$ cat src/logic/flash_cmd_pkg.sv
// Purpose: shared constants, types and helpers of the serial flash command block
// Assumes: system clock far faster than the serial clock (200 MHz against 6.25 MHz)
// Notes: lane widths are carried as 1, 2 or 4 data lines per serial clock
package flash_cmd_pkg;

  // opcodes
  localparam logic [7:0] OP_DUAL_OUT_READ = 8'h3b;
  localparam logic [7:0] OP_QUAD_OUT_READ = 8'h6b;
  localparam logic [7:0] OP_DUAL_IO_READ = 8'hbb;
  localparam logic [7:0] OP_QUAD_IO_READ = 8'heb;
  localparam logic [7:0] OP_SET_WRAP = 8'h77;
  localparam logic [7:0] OP_PAGE_PROGRAM = 8'h02;
  localparam logic [7:0] OP_WRITE_ENABLE = 8'h06;
  localparam logic [7:0] OP_CONT_READ_RESET = 8'hff;

  // lane widths, clocks per phase
  localparam logic [2:0] LANE1 = 3'h1;
  localparam logic [2:0] LANE2 = 3'h2;
  localparam logic [2:0] LANE4 = 3'h4;
  localparam logic [3:0] FAST_READ_DUMMY = 4'h8;
  localparam logic [3:0] QUAD_IO_SPI_DUMMY = 4'h4;
  localparam logic [3:0] DUAL_IO_MODE_CLOCKS = 4'h4;
  localparam logic [3:0] QUAD_IO_MODE_CLOCKS = 4'h2;
  localparam logic [3:0] QPI_DUMMY_P0 = 4'h4;
  localparam logic [3:0] QPI_DUMMY_P1 = 4'h4;
  localparam logic [3:0] QPI_DUMMY_P2 = 4'h6;
  localparam logic [3:0] QPI_DUMMY_P3 = 4'h8;

  // continuous-read trigger and reset values
  localparam logic [1:0] CONT_KEEP_CODE = 2'h2;
  localparam logic [7:0] CONT_BITS_RESET = 8'h00;
  localparam logic [2:0] WRAP_SETTING_RESET = 3'h1;
  localparam int WRAP_DISABLE_POS = 0;
  localparam logic [7:0] PAGE_LAST_COL = 8'hff;

  // timing of the self-timed program cycle
  localparam int unsigned CLK_PERIOD_PS = 5000;
  localparam int unsigned PROG_TIME_NS = 600000;

  typedef enum logic [3:0] {
    ST_IDLE = 4'h0,
    ST_CMD = 4'h1,
    ST_ADDR = 4'h2,
    ST_MODE = 4'h3,
    ST_DUMMY = 4'h4,
    ST_OUT = 4'h5,
    ST_PROG = 4'h6,
    ST_WRAP = 4'h7,
    ST_SKIP = 4'h8
  } cmd_state_t;

  typedef struct packed {
    logic [2:0] addr_w;
    logic [2:0] out_w;
    logic [3:0] mode_len;
    logic [3:0] dummy_len;
  } read_cfg_t;

  typedef struct packed {
    logic cs_n;
    logic sclk;
    logic [3:0] io;
  } pin_set_t;

  localparam pin_set_t PINS_IDLE = '{cs_n: 1'b1, sclk: 1'b0, io: 4'h0};

  typedef struct packed {
    logic en;
    logic [23:0] addr;
    logic [7:0] data;
  } mem_wr_t;

  function automatic logic [31:0] shift_in(logic [31:0] sh, logic [3:0] io, logic [2:0] w);
    case (w)
      LANE2: shift_in = {sh[29:0], io[1:0]};
      LANE4: shift_in = {sh[27:0], io[3:0]};
      default: shift_in = {sh[30:0], io[0]};
    endcase
  endfunction : shift_in

  function automatic logic [5:0] byte_clocks(logic [2:0] w);
    case (w)
      LANE2: byte_clocks = 6'd4;
      LANE4: byte_clocks = 6'd2;
      default: byte_clocks = 6'd8;
    endcase
  endfunction : byte_clocks

  function automatic logic [5:0] addr_clocks(logic [2:0] w);
    addr_clocks = 6'(byte_clocks(w) * 6'd3);
  endfunction : addr_clocks

  function automatic logic [3:0] qpi_dummy(logic [1:0] field);
    case (field)
      2'h0: qpi_dummy = QPI_DUMMY_P0;
      2'h1: qpi_dummy = QPI_DUMMY_P1;
      2'h2: qpi_dummy = QPI_DUMMY_P2;
      default: qpi_dummy = QPI_DUMMY_P3;
    endcase
  endfunction : qpi_dummy

  function automatic read_cfg_t read_config(logic [7:0] op, logic four_line_command_mode, logic [1:0] field);
    case (op)
      OP_DUAL_OUT_READ: read_config = '{LANE1, LANE2, 4'h0, FAST_READ_DUMMY};
      OP_QUAD_OUT_READ: read_config = '{LANE1, LANE4, 4'h0, FAST_READ_DUMMY};
      OP_DUAL_IO_READ: read_config = '{LANE2, LANE2, DUAL_IO_MODE_CLOCKS, 4'h0};
      OP_QUAD_IO_READ: read_config = '{LANE4, LANE4, QUAD_IO_MODE_CLOCKS,
          four_line_command_mode ? 4'(qpi_dummy(field) - QUAD_IO_MODE_CLOCKS) : QUAD_IO_SPI_DUMMY};
      default: read_config = '{LANE1, LANE1, 4'h0, 4'h0};
    endcase
  endfunction : read_config

  // read address step, wrapping inside an aligned 8/16/32/64-byte section when asked
  function automatic logic [23:0] next_read_addr(logic [23:0] a, logic wrap, logic [1:0] len);
    logic [5:0] mask;
    logic [23:0] inc;
    mask = 6'(({1'b0, 6'h08} << len) - 7'h01);
    inc = a + 24'h000001;
    if (wrap) begin
      next_read_addr = (a & ~{18'h0, mask}) | (inc & {18'h0, mask});
    end else begin
      next_read_addr = inc;
    end
  endfunction : next_read_addr

  // protected 64 KiB blocks: count from field bits 2..0, bit 3 picks the bottom end
  function automatic logic page_protected(logic [3:0] blk, logic [4:0] bp);
    logic [4:0] n;
    n = (bp[2:0] == 3'h0) ? 5'h00 : ((bp[2:0] >= 3'h5) ? 5'h10 : 5'(5'h01 << (bp[2:0] - 3'h1)));
    if (bp[3]) begin
      page_protected = {1'b0, blk} < n;
    end else begin
      page_protected = {1'b0, blk} >= (5'h10 - n);
    end
  endfunction : page_protected

endpackage : flash_cmd_pkg

$ cat src/logic/pin_sampler.sv
// Purpose: bring chip select, serial clock and data lines into the system clock
// Assumes: all pins are asynchronous to i_clk
// Notes: a bit changes only once the second and third stages agree
`timescale 1ns/1ps
`default_nettype none
module pin_sampler
  import flash_cmd_pkg::*;
(
  input wire logic i_clk,
  input wire logic i_rstn,
  input wire pin_set_t i_pins,
  output pin_set_t o_pins
);

  pin_set_t s1;
  pin_set_t s2;
  pin_set_t s3;
  wire pin_set_t agree = pin_set_t'(~(s2 ^ s3));

  // three-stage chain; the first stage feeds only the second
  always_ff @(posedge i_clk or negedge i_rstn) begin
    if (!i_rstn) begin
      s1 <= PINS_IDLE;
      s2 <= PINS_IDLE;
      s3 <= PINS_IDLE;
      o_pins <= PINS_IDLE;
    end else begin
      s1 <= i_pins;
      s2 <= s1;
      s3 <= s2;
      o_pins <= pin_set_t'((s2 & agree) | (o_pins & ~agree));
    end
  end

endmodule : pin_sampler
`default_nettype wire

$ cat src/logic/page_program_engine.sv
// Purpose: page buffer and self-timed program cycle
// Assumes: PROG_CYCLES well above 257 so the page walk ends before the cycle
// Notes: only bytes received in the frame are written; the rest of the page stays
`timescale 1ns/1ps
`default_nettype none
module page_program_engine
  import flash_cmd_pkg::*;
#(
  parameter int unsigned PROG_CYCLES = 1000
) (
  input wire logic i_clk,
  input wire logic i_rstn,
  input wire logic i_clear,
  input wire logic i_store,
  input wire logic [7:0] i_col,
  input wire logic [7:0] i_byte,
  input wire logic i_start,
  input wire logic [15:0] i_page,
  output logic o_busy,
  output logic o_done,
  output mem_wr_t o_mem_wr
);

  logic [7:0] page_buf [256];
  logic [255:0] written;
  logic [7:0] idx;
  logic walking;
  logic [31:0] timer;
  logic [15:0] page;

  // later bytes to the same column overwrite earlier ones
  always_ff @(posedge i_clk) begin
    if (i_store) begin
      page_buf[i_col] <= i_byte;
    end
  end

  // mask of touched columns
  always_ff @(posedge i_clk or negedge i_rstn) begin
    if (!i_rstn) begin
      written <= '0;
    end else if (i_clear) begin
      written <= '0;
    end else if (i_store) begin
      written[i_col] <= 1'b1;
    end
  end

  // cycle timer; done pulses one cycle before busy falls
  always_ff @(posedge i_clk or negedge i_rstn) begin
    if (!i_rstn) begin
      o_busy <= 1'b0;
      o_done <= 1'b0;
      timer <= '0;
      page <= '0;
    end else begin
      o_done <= o_busy && (timer == 32'd1);
      if (!o_busy && i_start) begin
        o_busy <= 1'b1;
        timer <= PROG_CYCLES - 32'd1;
        page <= i_page;
      end else if (o_busy) begin
        timer <= timer - 32'd1;
        o_busy <= (timer != 32'd0);
      end
    end
  end

  // walk the page once, writing touched columns only
  always_ff @(posedge i_clk or negedge i_rstn) begin
    if (!i_rstn) begin
      walking <= 1'b0;
      idx <= '0;
      o_mem_wr <= '0;
    end else begin
      o_mem_wr.en <= walking && written[idx];
      o_mem_wr.addr <= {page, idx};
      o_mem_wr.data <= page_buf[idx];
      if (!o_busy && i_start) begin
        walking <= 1'b1;
        idx <= '0;
      end else if (walking) begin
        idx <= idx + 8'h01;
        walking <= (idx != PAGE_LAST_COL);
      end
    end
  end

endmodule : page_program_engine
`default_nettype wire

$ cat src/logic/flash_cmd_engine.sv
// Purpose: serial flash command interpreter for multi-line reads, wrap and page program
// Assumes: memory read data is valid one i_clk after o_mem_rd_addr changes
// Notes: the serial clock is sampled; data is taken on its rise and driven on its fall
`timescale 1ns/1ps
`default_nettype none
module flash_cmd_engine
  import flash_cmd_pkg::*;
#(
  parameter int unsigned PROG_TIME = PROG_TIME_NS
) (
  input wire logic i_clk,
  input wire logic i_rstn,
  input wire logic i_cs_n,
  input wire logic i_sclk,
  input wire logic [3:0] i_io_in,
  output logic [3:0] o_io_out,
  output logic [3:0] o_io_oe,
  input wire logic i_quad_io_enable,
  input wire logic i_four_line_command_mode,
  input wire logic [1:0] i_dummy_count_field,
  input wire logic [4:0] i_block_protect_bits,
  output logic [23:0] o_mem_rd_addr,
  input wire logic [7:0] i_mem_rd_data,
  output mem_wr_t o_mem_wr,
  output logic o_write_latch_armed,
  output logic o_write_in_progress_flag,
  output logic [7:0] o_continuous_read_bits,
  output logic [2:0] o_wrap_setting_bits
);

  localparam int unsigned PROG_CYCLES = (PROG_TIME * 1000 + CLK_PERIOD_PS - 1) / CLK_PERIOD_PS;

  pin_set_t pins;
  logic cs_q;
  logic sclk_q;
  cmd_state_t state;
  logic [5:0] cnt;
  logic [5:0] len;
  logic [2:0] lane_w;
  logic [31:0] sh;
  logic [23:0] addr;
  logic [7:0] cur_op;
  logic [7:0] cont_op;
  read_cfg_t cfg;
  logic [7:0] out_sh;
  logic [1:0] out_cnt;
  logic has_byte;
  logic prog_clear;
  logic prog_store;
  logic [7:0] prog_col;
  logic [7:0] prog_byte;
  logic prog_start;
  logic busy;
  logic done;

  pin_sampler u_pins (
    .i_clk(i_clk),
    .i_rstn(i_rstn),
    .i_pins('{cs_n: i_cs_n, sclk: i_sclk, io: i_io_in}),
    .o_pins(pins)
  );

  page_program_engine #(
    .PROG_CYCLES(PROG_CYCLES)
  ) u_prog (
    .i_clk(i_clk),
    .i_rstn(i_rstn),
    .i_clear(prog_clear),
    .i_store(prog_store),
    .i_col(prog_col),
    .i_byte(prog_byte),
    .i_start(prog_start),
    .i_page(addr[23:8]),
    .o_busy(busy),
    .o_done(done),
    .o_mem_wr(o_mem_wr)
  );

  // serial edges as seen after synchronisation
  wire sclk_rise = pins.sclk && !sclk_q && !pins.cs_n;
  wire sclk_fall = !pins.sclk && sclk_q && !pins.cs_n;
  wire cs_fall = !pins.cs_n && cs_q;
  wire cs_rise = pins.cs_n && !cs_q;

  // shift and phase bookkeeping
  wire [31:0] next_sh = shift_in(sh, pins.io, lane_w);
  wire last_clk = (cnt == len - 6'h01);
  wire [5:0] next_cnt = last_clk ? 6'h00 : cnt + 6'h01;
  wire [2:0] cmd_w = i_four_line_command_mode ? LANE4 : LANE1;
  wire [7:0] op = next_sh[7:0];
  wire read_cfg_t op_cfg = read_config(op, i_four_line_command_mode, i_dummy_count_field);
  wire read_cfg_t cont_cfg = read_config(cont_op, i_four_line_command_mode, i_dummy_count_field);

  // opcode classes
  wire op_is_read = (op == OP_DUAL_OUT_READ) || (op == OP_QUAD_OUT_READ) ||
                    (op == OP_DUAL_IO_READ) || (op == OP_QUAD_IO_READ);
  wire op_needs_qe = (op == OP_QUAD_OUT_READ) || (op == OP_QUAD_IO_READ);
  wire op_lane_ok = !i_four_line_command_mode || (op == OP_QUAD_IO_READ);
  wire read_ok = op_is_read && op_lane_ok && !(op_needs_qe && !i_quad_io_enable);
  wire op_is_io_read = (op == OP_DUAL_IO_READ) || (op == OP_QUAD_IO_READ);
  wire cont_active = (o_continuous_read_bits[5:4] == CONT_KEEP_CODE);

  // wrap applies only to single-line-command quad address/data reads
  wire wrap_on = !o_wrap_setting_bits[WRAP_DISABLE_POS] && (cur_op == OP_QUAD_IO_READ) &&
                 !i_four_line_command_mode;
  wire [23:0] step_addr = next_read_addr(addr, wrap_on, o_wrap_setting_bits[2:1]);
  wire [5:0] out_clocks = byte_clocks(cfg.out_w);
  wire out_first = (out_cnt == 2'h0);
  wire [7:0] out_byte = out_first ? i_mem_rd_data : out_sh;
  wire [7:0] out_rest = (cfg.out_w == LANE4) ? {out_byte[3:0], 4'h0} : {out_byte[5:0], 2'h0};
  wire [3:0] out_bits = (cfg.out_w == LANE4) ? out_byte[7:4] : {2'h0, out_byte[7:6]};
  wire [3:0] out_oe = (cfg.out_w == LANE4) ? 4'hf : 4'h3;
  wire [1:0] out_cnt_next = (6'(out_cnt) == out_clocks - 6'h01) ? 2'h0 : out_cnt + 2'h1;

  // program commit conditions at chip select rise
  wire byte_boundary = (state == ST_PROG) && (cnt == 6'h00) && has_byte;
  wire page_locked = page_protected(addr[19:16], i_block_protect_bits);
  wire next_prog_start = cs_rise && byte_boundary && !page_locked && o_write_latch_armed;

  // after the address/mode phases, the next phase of a read
  wire [3:0] post_mode_dummy = cfg.dummy_len;
  wire to_dummy = (post_mode_dummy != 4'h0);

  assign o_mem_rd_addr = addr;
  assign o_write_in_progress_flag = busy;

  // edge history of the synchronised pins
  always_ff @(posedge i_clk or negedge i_rstn) begin
    if (!i_rstn) begin
      cs_q <= 1'b1;
      sclk_q <= 1'b0;
    end else begin
      cs_q <= pins.cs_n;
      sclk_q <= pins.sclk;
    end
  end

  // write latch: armed by its opcode, cleared near the end of a program cycle
  always_ff @(posedge i_clk or negedge i_rstn) begin
    if (!i_rstn) begin
      o_write_latch_armed <= 1'b0;
    end else if (sclk_rise && state == ST_CMD && last_clk && op == OP_WRITE_ENABLE && !busy) begin
      o_write_latch_armed <= 1'b1;
    end else if (done) begin
      o_write_latch_armed <= 1'b0;
    end
  end

  // page buffer strobes toward the program engine
  always_ff @(posedge i_clk or negedge i_rstn) begin
    if (!i_rstn) begin
      prog_clear <= 1'b0;
      prog_store <= 1'b0;
      prog_col <= '0;
      prog_byte <= '0;
      prog_start <= 1'b0;
      has_byte <= 1'b0;
    end else begin
      prog_clear <= 1'b0;
      prog_store <= 1'b0;
      prog_start <= next_prog_start;
      if (sclk_rise && state == ST_ADDR && last_clk && cur_op == OP_PAGE_PROGRAM) begin
        prog_clear <= 1'b1;
        prog_col <= next_sh[7:0];
        has_byte <= 1'b0;
      end else if (sclk_rise && state == ST_PROG && last_clk) begin
        prog_store <= 1'b1;
        prog_byte <= next_sh[7:0];
        has_byte <= 1'b1;
      end else if (prog_store) begin
        prog_col <= prog_col + 8'h01;
      end
    end
  end

  // command sequencer: frame start, serial rises, output on serial falls
  always_ff @(posedge i_clk or negedge i_rstn) begin
    if (!i_rstn) begin
      state <= ST_IDLE;
      cnt <= '0;
      len <= 6'h08;
      lane_w <= LANE1;
      sh <= '0;
      addr <= '0;
      cur_op <= '0;
      cont_op <= '0;
      cfg <= '0;
      out_sh <= '0;
      out_cnt <= '0;
      o_io_out <= '0;
      o_io_oe <= '0;
      o_continuous_read_bits <= CONT_BITS_RESET;
      o_wrap_setting_bits <= WRAP_SETTING_RESET;
    end else if (cs_rise || pins.cs_n) begin
      if (cs_rise && state == ST_ADDR) begin
        o_continuous_read_bits <= CONT_BITS_RESET;
      end
      state <= ST_IDLE;
      o_io_oe <= 4'h0;
      cnt <= '0;
    end else if (cs_fall) begin
      cnt <= '0;
      out_cnt <= '0;
      if (busy) begin
        state <= ST_SKIP;
      end else if (cont_active) begin
        state <= ST_ADDR;
        cur_op <= cont_op;
        cfg <= cont_cfg;
        lane_w <= cont_cfg.addr_w;
        len <= addr_clocks(cont_cfg.addr_w);
      end else begin
        state <= ST_CMD;
        lane_w <= cmd_w;
        len <= byte_clocks(cmd_w);
      end
    end else if (sclk_rise) begin
      sh <= next_sh;
      cnt <= next_cnt;
      unique case (state)
        ST_CMD: begin
          if (last_clk) begin
            cur_op <= op;
            if (busy) begin
              state <= ST_SKIP;
            end else if (read_ok) begin
              state <= ST_ADDR;
              cfg <= op_cfg;
              lane_w <= op_cfg.addr_w;
              len <= addr_clocks(op_cfg.addr_w);
              if (op_is_io_read) begin
                cont_op <= op;
              end
            end else if (op == OP_PAGE_PROGRAM && o_write_latch_armed) begin
              state <= ST_ADDR;
              len <= addr_clocks(cmd_w);
            end else if (op == OP_SET_WRAP) begin
              state <= ST_WRAP;
              len <= 6'(byte_clocks(cmd_w) * 6'd4);
            end else if (op == OP_CONT_READ_RESET) begin
              o_continuous_read_bits <= CONT_BITS_RESET;
              state <= ST_SKIP;
            end else begin
              state <= ST_SKIP;
            end
          end
        end
        ST_ADDR: begin
          if (last_clk) begin
            addr <= next_sh[23:0];
            if (cur_op == OP_PAGE_PROGRAM) begin
              state <= ST_PROG;
              len <= byte_clocks(lane_w);
            end else if (cfg.mode_len != 4'h0) begin
              state <= ST_MODE;
              len <= 6'(cfg.mode_len);
            end else begin
              state <= to_dummy ? ST_DUMMY : ST_OUT;
              len <= 6'(post_mode_dummy);
            end
          end
        end
        ST_MODE: begin
          if (last_clk) begin
            o_continuous_read_bits <= next_sh[7:0];
            state <= to_dummy ? ST_DUMMY : ST_OUT;
            len <= 6'(post_mode_dummy);
          end
        end
        ST_DUMMY: begin
          if (last_clk) begin
            state <= ST_OUT;
          end
        end
        ST_WRAP: begin
          if (last_clk) begin
            o_wrap_setting_bits <= next_sh[6:4];
            state <= ST_SKIP;
          end
        end
        ST_IDLE, ST_OUT, ST_PROG, ST_SKIP: begin
        end
        default: state <= ST_SKIP;
      endcase
    end else if (sclk_fall && state == ST_OUT) begin
      o_io_out <= out_bits;
      o_io_oe <= out_oe;
      out_sh <= out_rest;
      out_cnt <= out_cnt_next;
      if (out_first) begin
        addr <= step_addr;
      end
    end
  end

endmodule : flash_cmd_engine
`default_nettype wire

$ cat config.mk
export PLATFORM = sky130hd
export DESIGN_NAME = flash_cmd_engine
export DESIGN_NICKNAME = d
export VERILOG_FILES = /design/src/logic/flash_cmd_pkg.sv /design/src/logic/pin_sampler.sv /design/src/logic/page_program_engine.sv /design/src/logic/flash_cmd_engine.sv
export SDC_FILE = /design/constraint.sdc
export NUM_CORES = 2
export LEC_CHECK = 0
export BUFFER_PORTS_ARGS = -buffer_cell sky130_fd_sc_hd__buf_2
export CAP_MARGIN = 15
export CORE_UTILIZATION = 60
export DETAILED_ROUTE_END_ITERATION = 10
export PLACE_DENSITY_LB_ADDON = 0.3
export SYNTH_ARGS = -nofsm -noshare
export SYNTH_HDL_FRONTEND = slang
export SYNTH_SLANG_ARGS = --single-unit
export TNS_END_PERCENT = 100
$ cat constraint.sdc
create_clock -name i_clk -period 8.28 [get_ports i_clk]
set_input_delay 0.414 -clock i_clk [delete_from_list [all_inputs] [get_ports i_clk]]
set_output_delay 0.414 -clock i_clk [all_outputs]
set_load 0.05 [all_outputs]
# --- After elaboration in Yosys (flattened, before gate mapping) ---
# Memories as Yosys holds them, arrays and structs flattened. A register that Yosys moved wholly into a read port is not among the register bits.
# Index checks and enable logic that the tools add are counted.
classes:
  addsub: 13
  multipliers: 3
  n_lt_le_gt_ge: 6
  eq_ne: 66
  shifts: 2
  n_mux: 149
  bitwise: 16
  reduce_logical: 93
op_table:
  columns: ["cell", "n"]
  rows:
  - ["two-way mux 256 bit", 2]
  - ["OR 256 bit", 1]
  - ["two-way mux 6 bit", 35]
  - ["two-way mux 8 bit", 23]
  - ["two-way mux 24 bit", 6]
  - ["one-hot mux 14 bit (4 select lines)", 2]
  - ["two-way mux 4 bit", 24]
  - ["two-way mux 11 bit", 8]
  - ["two-way mux 32 bit", 2]
  - ["== test 8 bit (second input constant)", 6]
  - ["one-hot mux 24 bit (2 select lines)", 1]
  - ["one-hot mux 4 bit (2 select lines)", 6]
  - ["two-way mux 3 bit", 11]
  - ["== test 32 x 1 -> 1 bit (second input constant)", 1]
  - ["logical AND 1 bit", 32]
  - ["nonzero test 32 bit", 1]
  - ["subtractor 32 x 1 -> 32 bit (second input constant)", 1]
  - ["nonzero test 2 bit", 15]
  - ["adder 24 x 1 -> 24 bit (second input constant)", 1]
  - ["AND 24 bit", 1]
  - ["AND 24 x 6 -> 24 bit", 1]
  - ["== test 8 x 7 -> 1 bit (second input constant)", 3]
  - ["!= test 3 bit (second input constant)", 8]
  - ["inverter 6 -> 24 bit", 1]
  - ["other kinds (69)", 156]
word_totals:
  reg_bits: 509
  ram_bits: 2048
  mem_count: 1
memory_table:
  columns: ["memory", "depth", "width", "rd", "rd_ports_with_merged_regs", "wr", "line_no", "rtl"]
  rows:
  - ["u_prog.page_buf", 256, 8, 1, 1, 1, "page_program_engine.sv:24", "logic [7:0] page_buf [256];"]

# --- Logic depth before layout (Yosys ltp) ---
logic_depth:
  ltp_word: 23
  mapped_depth: 14
  depth_no_buf: 14

# --- By module ---
# A second synthesis with hierarchy kept.
unflattened:
  hier_cells: 6083
  area_unflattened_um2: 102945.0
modules_own_cells:
  columns: ["module", "instances", "cells_each", "area_each_um2"]
  rows:
  - ["page_program_engine", 1, 5092, 93777.4]
  - ["flash_cmd_engine", 1, 961, 8494.4]
  - ["pin_sampler", 1, 30, 673.1]

# --- Least setup slack after synthesis ---
# OpenSTA, ideal clock, no wires.
synth_path:
  path_kind: "reg-to-reg"
  startpoint: "register prog_byte[0]"
  endpoint: "memory u_prog.page_buf[0][0] (data pin)"
  setup_time_ns: 0.804
  t_arrival_ns: 3.183
  t_required_ns: 7.476
  slack_ns: 4.293
  path_stages_with_launch: 1
  cell_sequence: "dfrtp_1"
synth_lines:
  columns: ["element", "line_no", "rtl"]
  rows:
  - ["start: declaration", "flash_cmd_engine.sv:51", "logic [7:0] prog_byte;"]
  - ["start signal: assignment", "flash_cmd_engine.sv:168", "prog_byte <= next_sh[7:0];"]
  - ["end: declaration", "page_program_engine.sv:24", null]
# Straight into the memory's write port.

# --- Worst setup path in the final report ---
layout_path:
  startpoint: "register lane_w[2]"
  endpoint: "register cfg, in the netlist post_mode_dummy[3]"
layout_between:
  elab_chain_len: 10
  elab_cells_between_ends: 25
layout_lines:
  columns: ["element", "line_no", "rtl"]
  rows:
  - ["start: declaration", "flash_cmd_engine.sv:39", "logic [2:0] lane_w;"]
  - ["start signal: assignment", "flash_cmd_engine.sv:210", "lane_w <= cont_cfg.addr_w;"]
  - ["start signal: assignment", "flash_cmd_engine.sv:214", "lane_w <= cmd_w;"]
  - ["start signal: assignment", "flash_cmd_engine.sv:229", "lane_w <= op_cfg.addr_w;"]
  - ["== test 3 bit / == test 3 x 2 -> 1 bit (equally long branches)", "flash_cmd_pkg.sv:74", "case (w)"]
  - ["one-hot mux 24 bit (2 select lines) (*)", "flash_cmd_pkg.sv:74", null]
  - ["== test 8 bit (tied with other cells)", null, null]
  - ["one-hot mux 14 bit (4 select lines) / logical OR 1 bit (equally long branches)", "flash_cmd_pkg.sv:103, flash_cmd_engine.sv:95", null]
  - ["two-way mux 11 bit / logical OR 1 bit (equally long branches)", "flash_cmd_engine.sv:226, flash_cmd_engine.sv:95", null]
  - ["two-way mux 11 bit / logical OR 1 bit (equally long branches)", "flash_cmd_engine.sv:224, flash_cmd_engine.sv:96", null]
  - ["two-way mux 11 bit / logical AND 1 bit (equally long branches)", "flash_cmd_engine.sv:222, flash_cmd_engine.sv:99", null]
  - ["two-way mux 11 bit / logical AND 1 bit (equally long branches)", "flash_cmd_engine.sv:220, flash_cmd_engine.sv:99", null]
  - ["two-way mux 11 bit / nonzero test 2 bit (equally long branches)", null, null]
  - ["two-way mux 11 bit / AND reduction 7 bit (equally long branches)", null, null]
  - ["end signal: assignment", "flash_cmd_engine.sv:209", "cfg <= cont_cfg;"]
  - ["end signal: assignment", "flash_cmd_engine.sv:228", "cfg <= op_cfg;"]
  - ["end: declaration", "flash_cmd_engine.sv:44", "read_cfg_t cfg;"]
# Every way passes the cells marked *; elsewhere a longest branch is shown, timed or not. The select of a mux whose other input is x is not followed.
# A chain may end at the register's enable or synchronous reset.

==> metrics.txt <==
status=complete, but fails checks; failing checks=design-rule violations; Clock Latency Late Sink=0.88 ns; fmax=~210 MHz; row count=150; Slew Viols, Final=0; Cell variety after synth=a little under 80; die area=171,400 µm²; Hold WC Path Type=input port to flip-flop; Clock Power Share=44.3%; routed wire length=242,700 µm; Layout Cells excl Fill=8,078; register-to-register setup slack=approximately 3.6 ns; Mapped Cells=5,546; peak supply drop=roughly 0.21 mV; Primary FF master, synth=edfxtp_1; syn_nets=approximately 5,600; CTS root buffer=clkbuf_16; vias post-DR=54,080; # IOs=103; sequential area share after synthesis=72.90%; initial antenna violation count=9; clock slew at reported path FFs=0.07 ns; Placer Congestion=0.8825; Max clock buf depth=3; Crit path max-delay family=compound AO/OA/AOI/OAI gates; fillcell total=roughly 10,000; Max Cap Viol=0; Sequential Power Share=approximately 54%; vias in the first global route=53,840; drt drc=2; crit path time final=4.723 ns; slowest CP cell=dfrtp_1; Congestion Overflow GR=0; fraction of registers with async set/reset=19.91%; unrepaired setup endpoints after global routing=false; Yosys top cell by area=edfxtp_1; Initial Utilization=about three fifths; drt via density=6.694; largest net degree at the start of global routing=~200; critical path class=flip-flop to flip-flop; Worst setup EP type=flip-flop; Net Switching=5.167 mW; PwrDens=roughly 230 nW/µm²; combinational power share=around 1.5%; Hold-fix buffers, CTS=17; TritonCTS clock tree=yes; CP max FO=36; Chip Width=414.0 µm; main area contributors after synthesis=edfxtp_1 (60%), mux4_2 (16%), dfrtp_1 (12%), nor2_1 (3.1%), nand2_1 (0.89%); 1st-pass router iterations=9; crit-path cells=nand2b_1 -> o22a_1 -> o221ai_2 -> nand4_2 -> o32ai_1 -> nand3_1 -> o311ai_0 -> mux2_2; Post-Synthesis Cell Area=101,800 µm²; final period utilization=57.04%; Tot GR Track Use=28.79%; share of cells above drive strength 1=approximately 23%; synthesized area per cell=18.36 µm²; WL per Instance=30.05 µm; share of the synthesized area in the top cell type=around three fifths; die span in y=414.0 µm; crit path launch type=flip-flop; Hold Slack=0.1014 ns; synth warn=0; Critical Path RT=around 9.1 ns; fin nets=5,709; Setup Buffers After CTS=0; post-route setup TNS=0 ns; Bufs and invs on worst path=0; Worst Tran Pin Value=1.391 ns; CP max stage delay=1.06 ns; Port Buf Inserts=101; # resized after CTS=0; Worst slew margin=7.142%; H-tree levels=4; post-DP HPWL=138,200 µm; Final ANT Viol Nets=0; synthesis-stage register bit count=2,557; Final setup viols=0; first-pass GRT wire length=approximately 360,000 µm; Inserted Clock Buffers=approximately 240; cell count after placement=7,597; drt first-iter violations=between 7,000 and 8,000; CP Data Arrival Time=5.53 ns; Sw Ratio=20.28%; core area=around 170,000 µm²; Static Leak=between 40 and 50 nW; Setup Skew=0.02959 ns; Hold Vio Cnt, Final=0; Cell Int Power=20.31 mW; Area Overhead vs Synth=10.95%; clk sink count=2,557; Post-synth EDFFs=2,048
[synthesized netlist by cell type (27+ instances only)]
| cell type | n |
|---|---|
| edfxtp_1 | 2048 |
| nor2_1 | 842 |
| mux4_2 | 722 |
| dfrtp_1 | 501 |
| nand2_1 | 241 |
| clkbuf_1 | 206 |
| o21ai_0 | 119 |
| a21oi_1 | 76 |
| nand3_1 | 76 |
| buf_2 | 70 |
| a22oi_1 | 58 |
| inv_1 | 37 |
| nor3_1 | 36 |
| a22o_1 | 31 |
| buf_1 | 28 |
| ha_1 | 27 |
[layout make-up]
class                   instances  area (µm²)  area share (%)
diodes                          1       2.502        0.002215
clock inverters               127        1604           1.420
well taps                    2204        2758           2.440
flip-flops and latches       2557       74290           65.75
multi-input cells            2631       26200           23.18
clock buffers                 329        6559           5.804
repair buffers                188        1423           1.259
inverters                      41       161.4          0.1428
[state kept, by name, summed over array words and instances, names as in the netlist, 4 cells and up, named ones only]
name / cells
u_prog.idx: 8
cnt: 6
cfg: 5
u_prog.timer: 32
cont_op: 8
len: 5
u_pins.s1: 6
u_pins.s2: 6
sh: 23
u_prog.written: 256
state: 4
o_io_out: 4
u_prog.o_mem_wr: 33
out_sh: 6
u_prog.page_buf: 2048
u_prog.page: 16
prog_col: 8
cur_op: 8
u_pins.s3: 6
o_mem_rd_addr: 21
prog_byte: 8
o_continuous_read_bits: 8
[cells by family (layout without fill, tap and decap cells)]
kind of cell / after synthesis / count (layout) / share of synthesized area [%]
muxes: 762 / 762 / 16.38
DFF: 2557 / 2557 / 72.90
and+or+nand+nor: 1360 / 1360 / 5.682
buffers and inverters: 358 / 685 / 1.461
AOI/OAI and AO/OA: 450 / 450 / 2.963
other: 0 / 1 / 0
xor gates and xnor gates: 26 / 26 / 0.2236
adders and majority gates: 33 / 33 / 0.3907
[worst paths after layout]
kind | from | endpoint | cells past startpoint
setup / recovery | lane_w[2] | post_mode_dummy[3] | 8
hold / removal | i_four_line_command_mode | post_mode_dummy[1] | 4
setup reg to reg | lane_w[2] | post_mode_dummy[3] | 8
hold reg to reg | u_pins.s1[4] | u_pins.s2[4] | 0
max in group asynchronous | i_rstn | u_prog.written[116] | 4
min in group asynchronous | i_rstn | o_io_out[3] | 2
[worst reg2reg max path: cells and delay by family (launching register included)]
family,cells,cell delay [ns]
flip-flops,1,1.06
AND/OR/NAND/NOR,3,1.40
AO/OA/AOI/OAI,4,1.98
multiplexers,1,0.24
[routing by layer]
layer	part of all wire [%]	GRT usage, %	vias to the layer above
met5	0.035	0	-
met4	4.2	11.06	12
met3	9.9	6.256	533
met2	48	44.59	3144
met1	38	40.78	28210
li1	-	-	22180
[metrics by stage]
step	util, %	power (mW)	instance area [µm²]	setup WS [ns]
floorplan	-	14.28	101800	4.293
global placement	62.31	14.43	104500	3.771
detailed placement	62.31	14.44	104500	3.692
CTS	67.28	25.56	112900	3.693
global route	67.34	26.08	113000	3.329
finish	67.35	25.48	113000	3.557
[power by group through the flow]
stage / Sequential, mW / Combinational, mW / Clock [mW]
detailed placement: 14.1 / 0.359 / 0
global placement: 14.1 / 0.350 / 0
global route: 13.8 / 0.410 / 11.9
finish: 13.8 / 0.371 / 11.3
CTS: 13.8 / 0.369 / 11.4
floorplan: 14.0 / 0.234 / 0
[cell usage in the layout (no fill, tap or decap), drive strengths merged, types with 24 or more instances in the layout]
| master | netlist | layout |
|---|---|---|
| nand3 | 77 | 77 |
| a22o | 31 | 31 |
| a21oi | 78 | 78 |
| inv | 40 | 47 |
| o211ai | 24 | 24 |
| o21ai | 121 | 121 |
| clkbuf | 206 | 330 |
| nand4 | 24 | 24 |
| bufinv | 0 | 28 |
| clkinv | 1 | 84 |
| a22oi | 58 | 58 |
| nor3 | 36 | 36 |
| mux2i | 26 | 26 |
| buf | 111 | 170 |
| nor2 | 842 | 842 |
| ha | 27 | 27 |
| mux4 | 722 | 722 |
| dfrtp | 501 | 501 |
| nand2 | 241 | 241 |
| edfxtp | 2048 | 2048 |
| nor2b | 26 | 26 |
No activity file was read; power rests on OpenSTA's default activity.
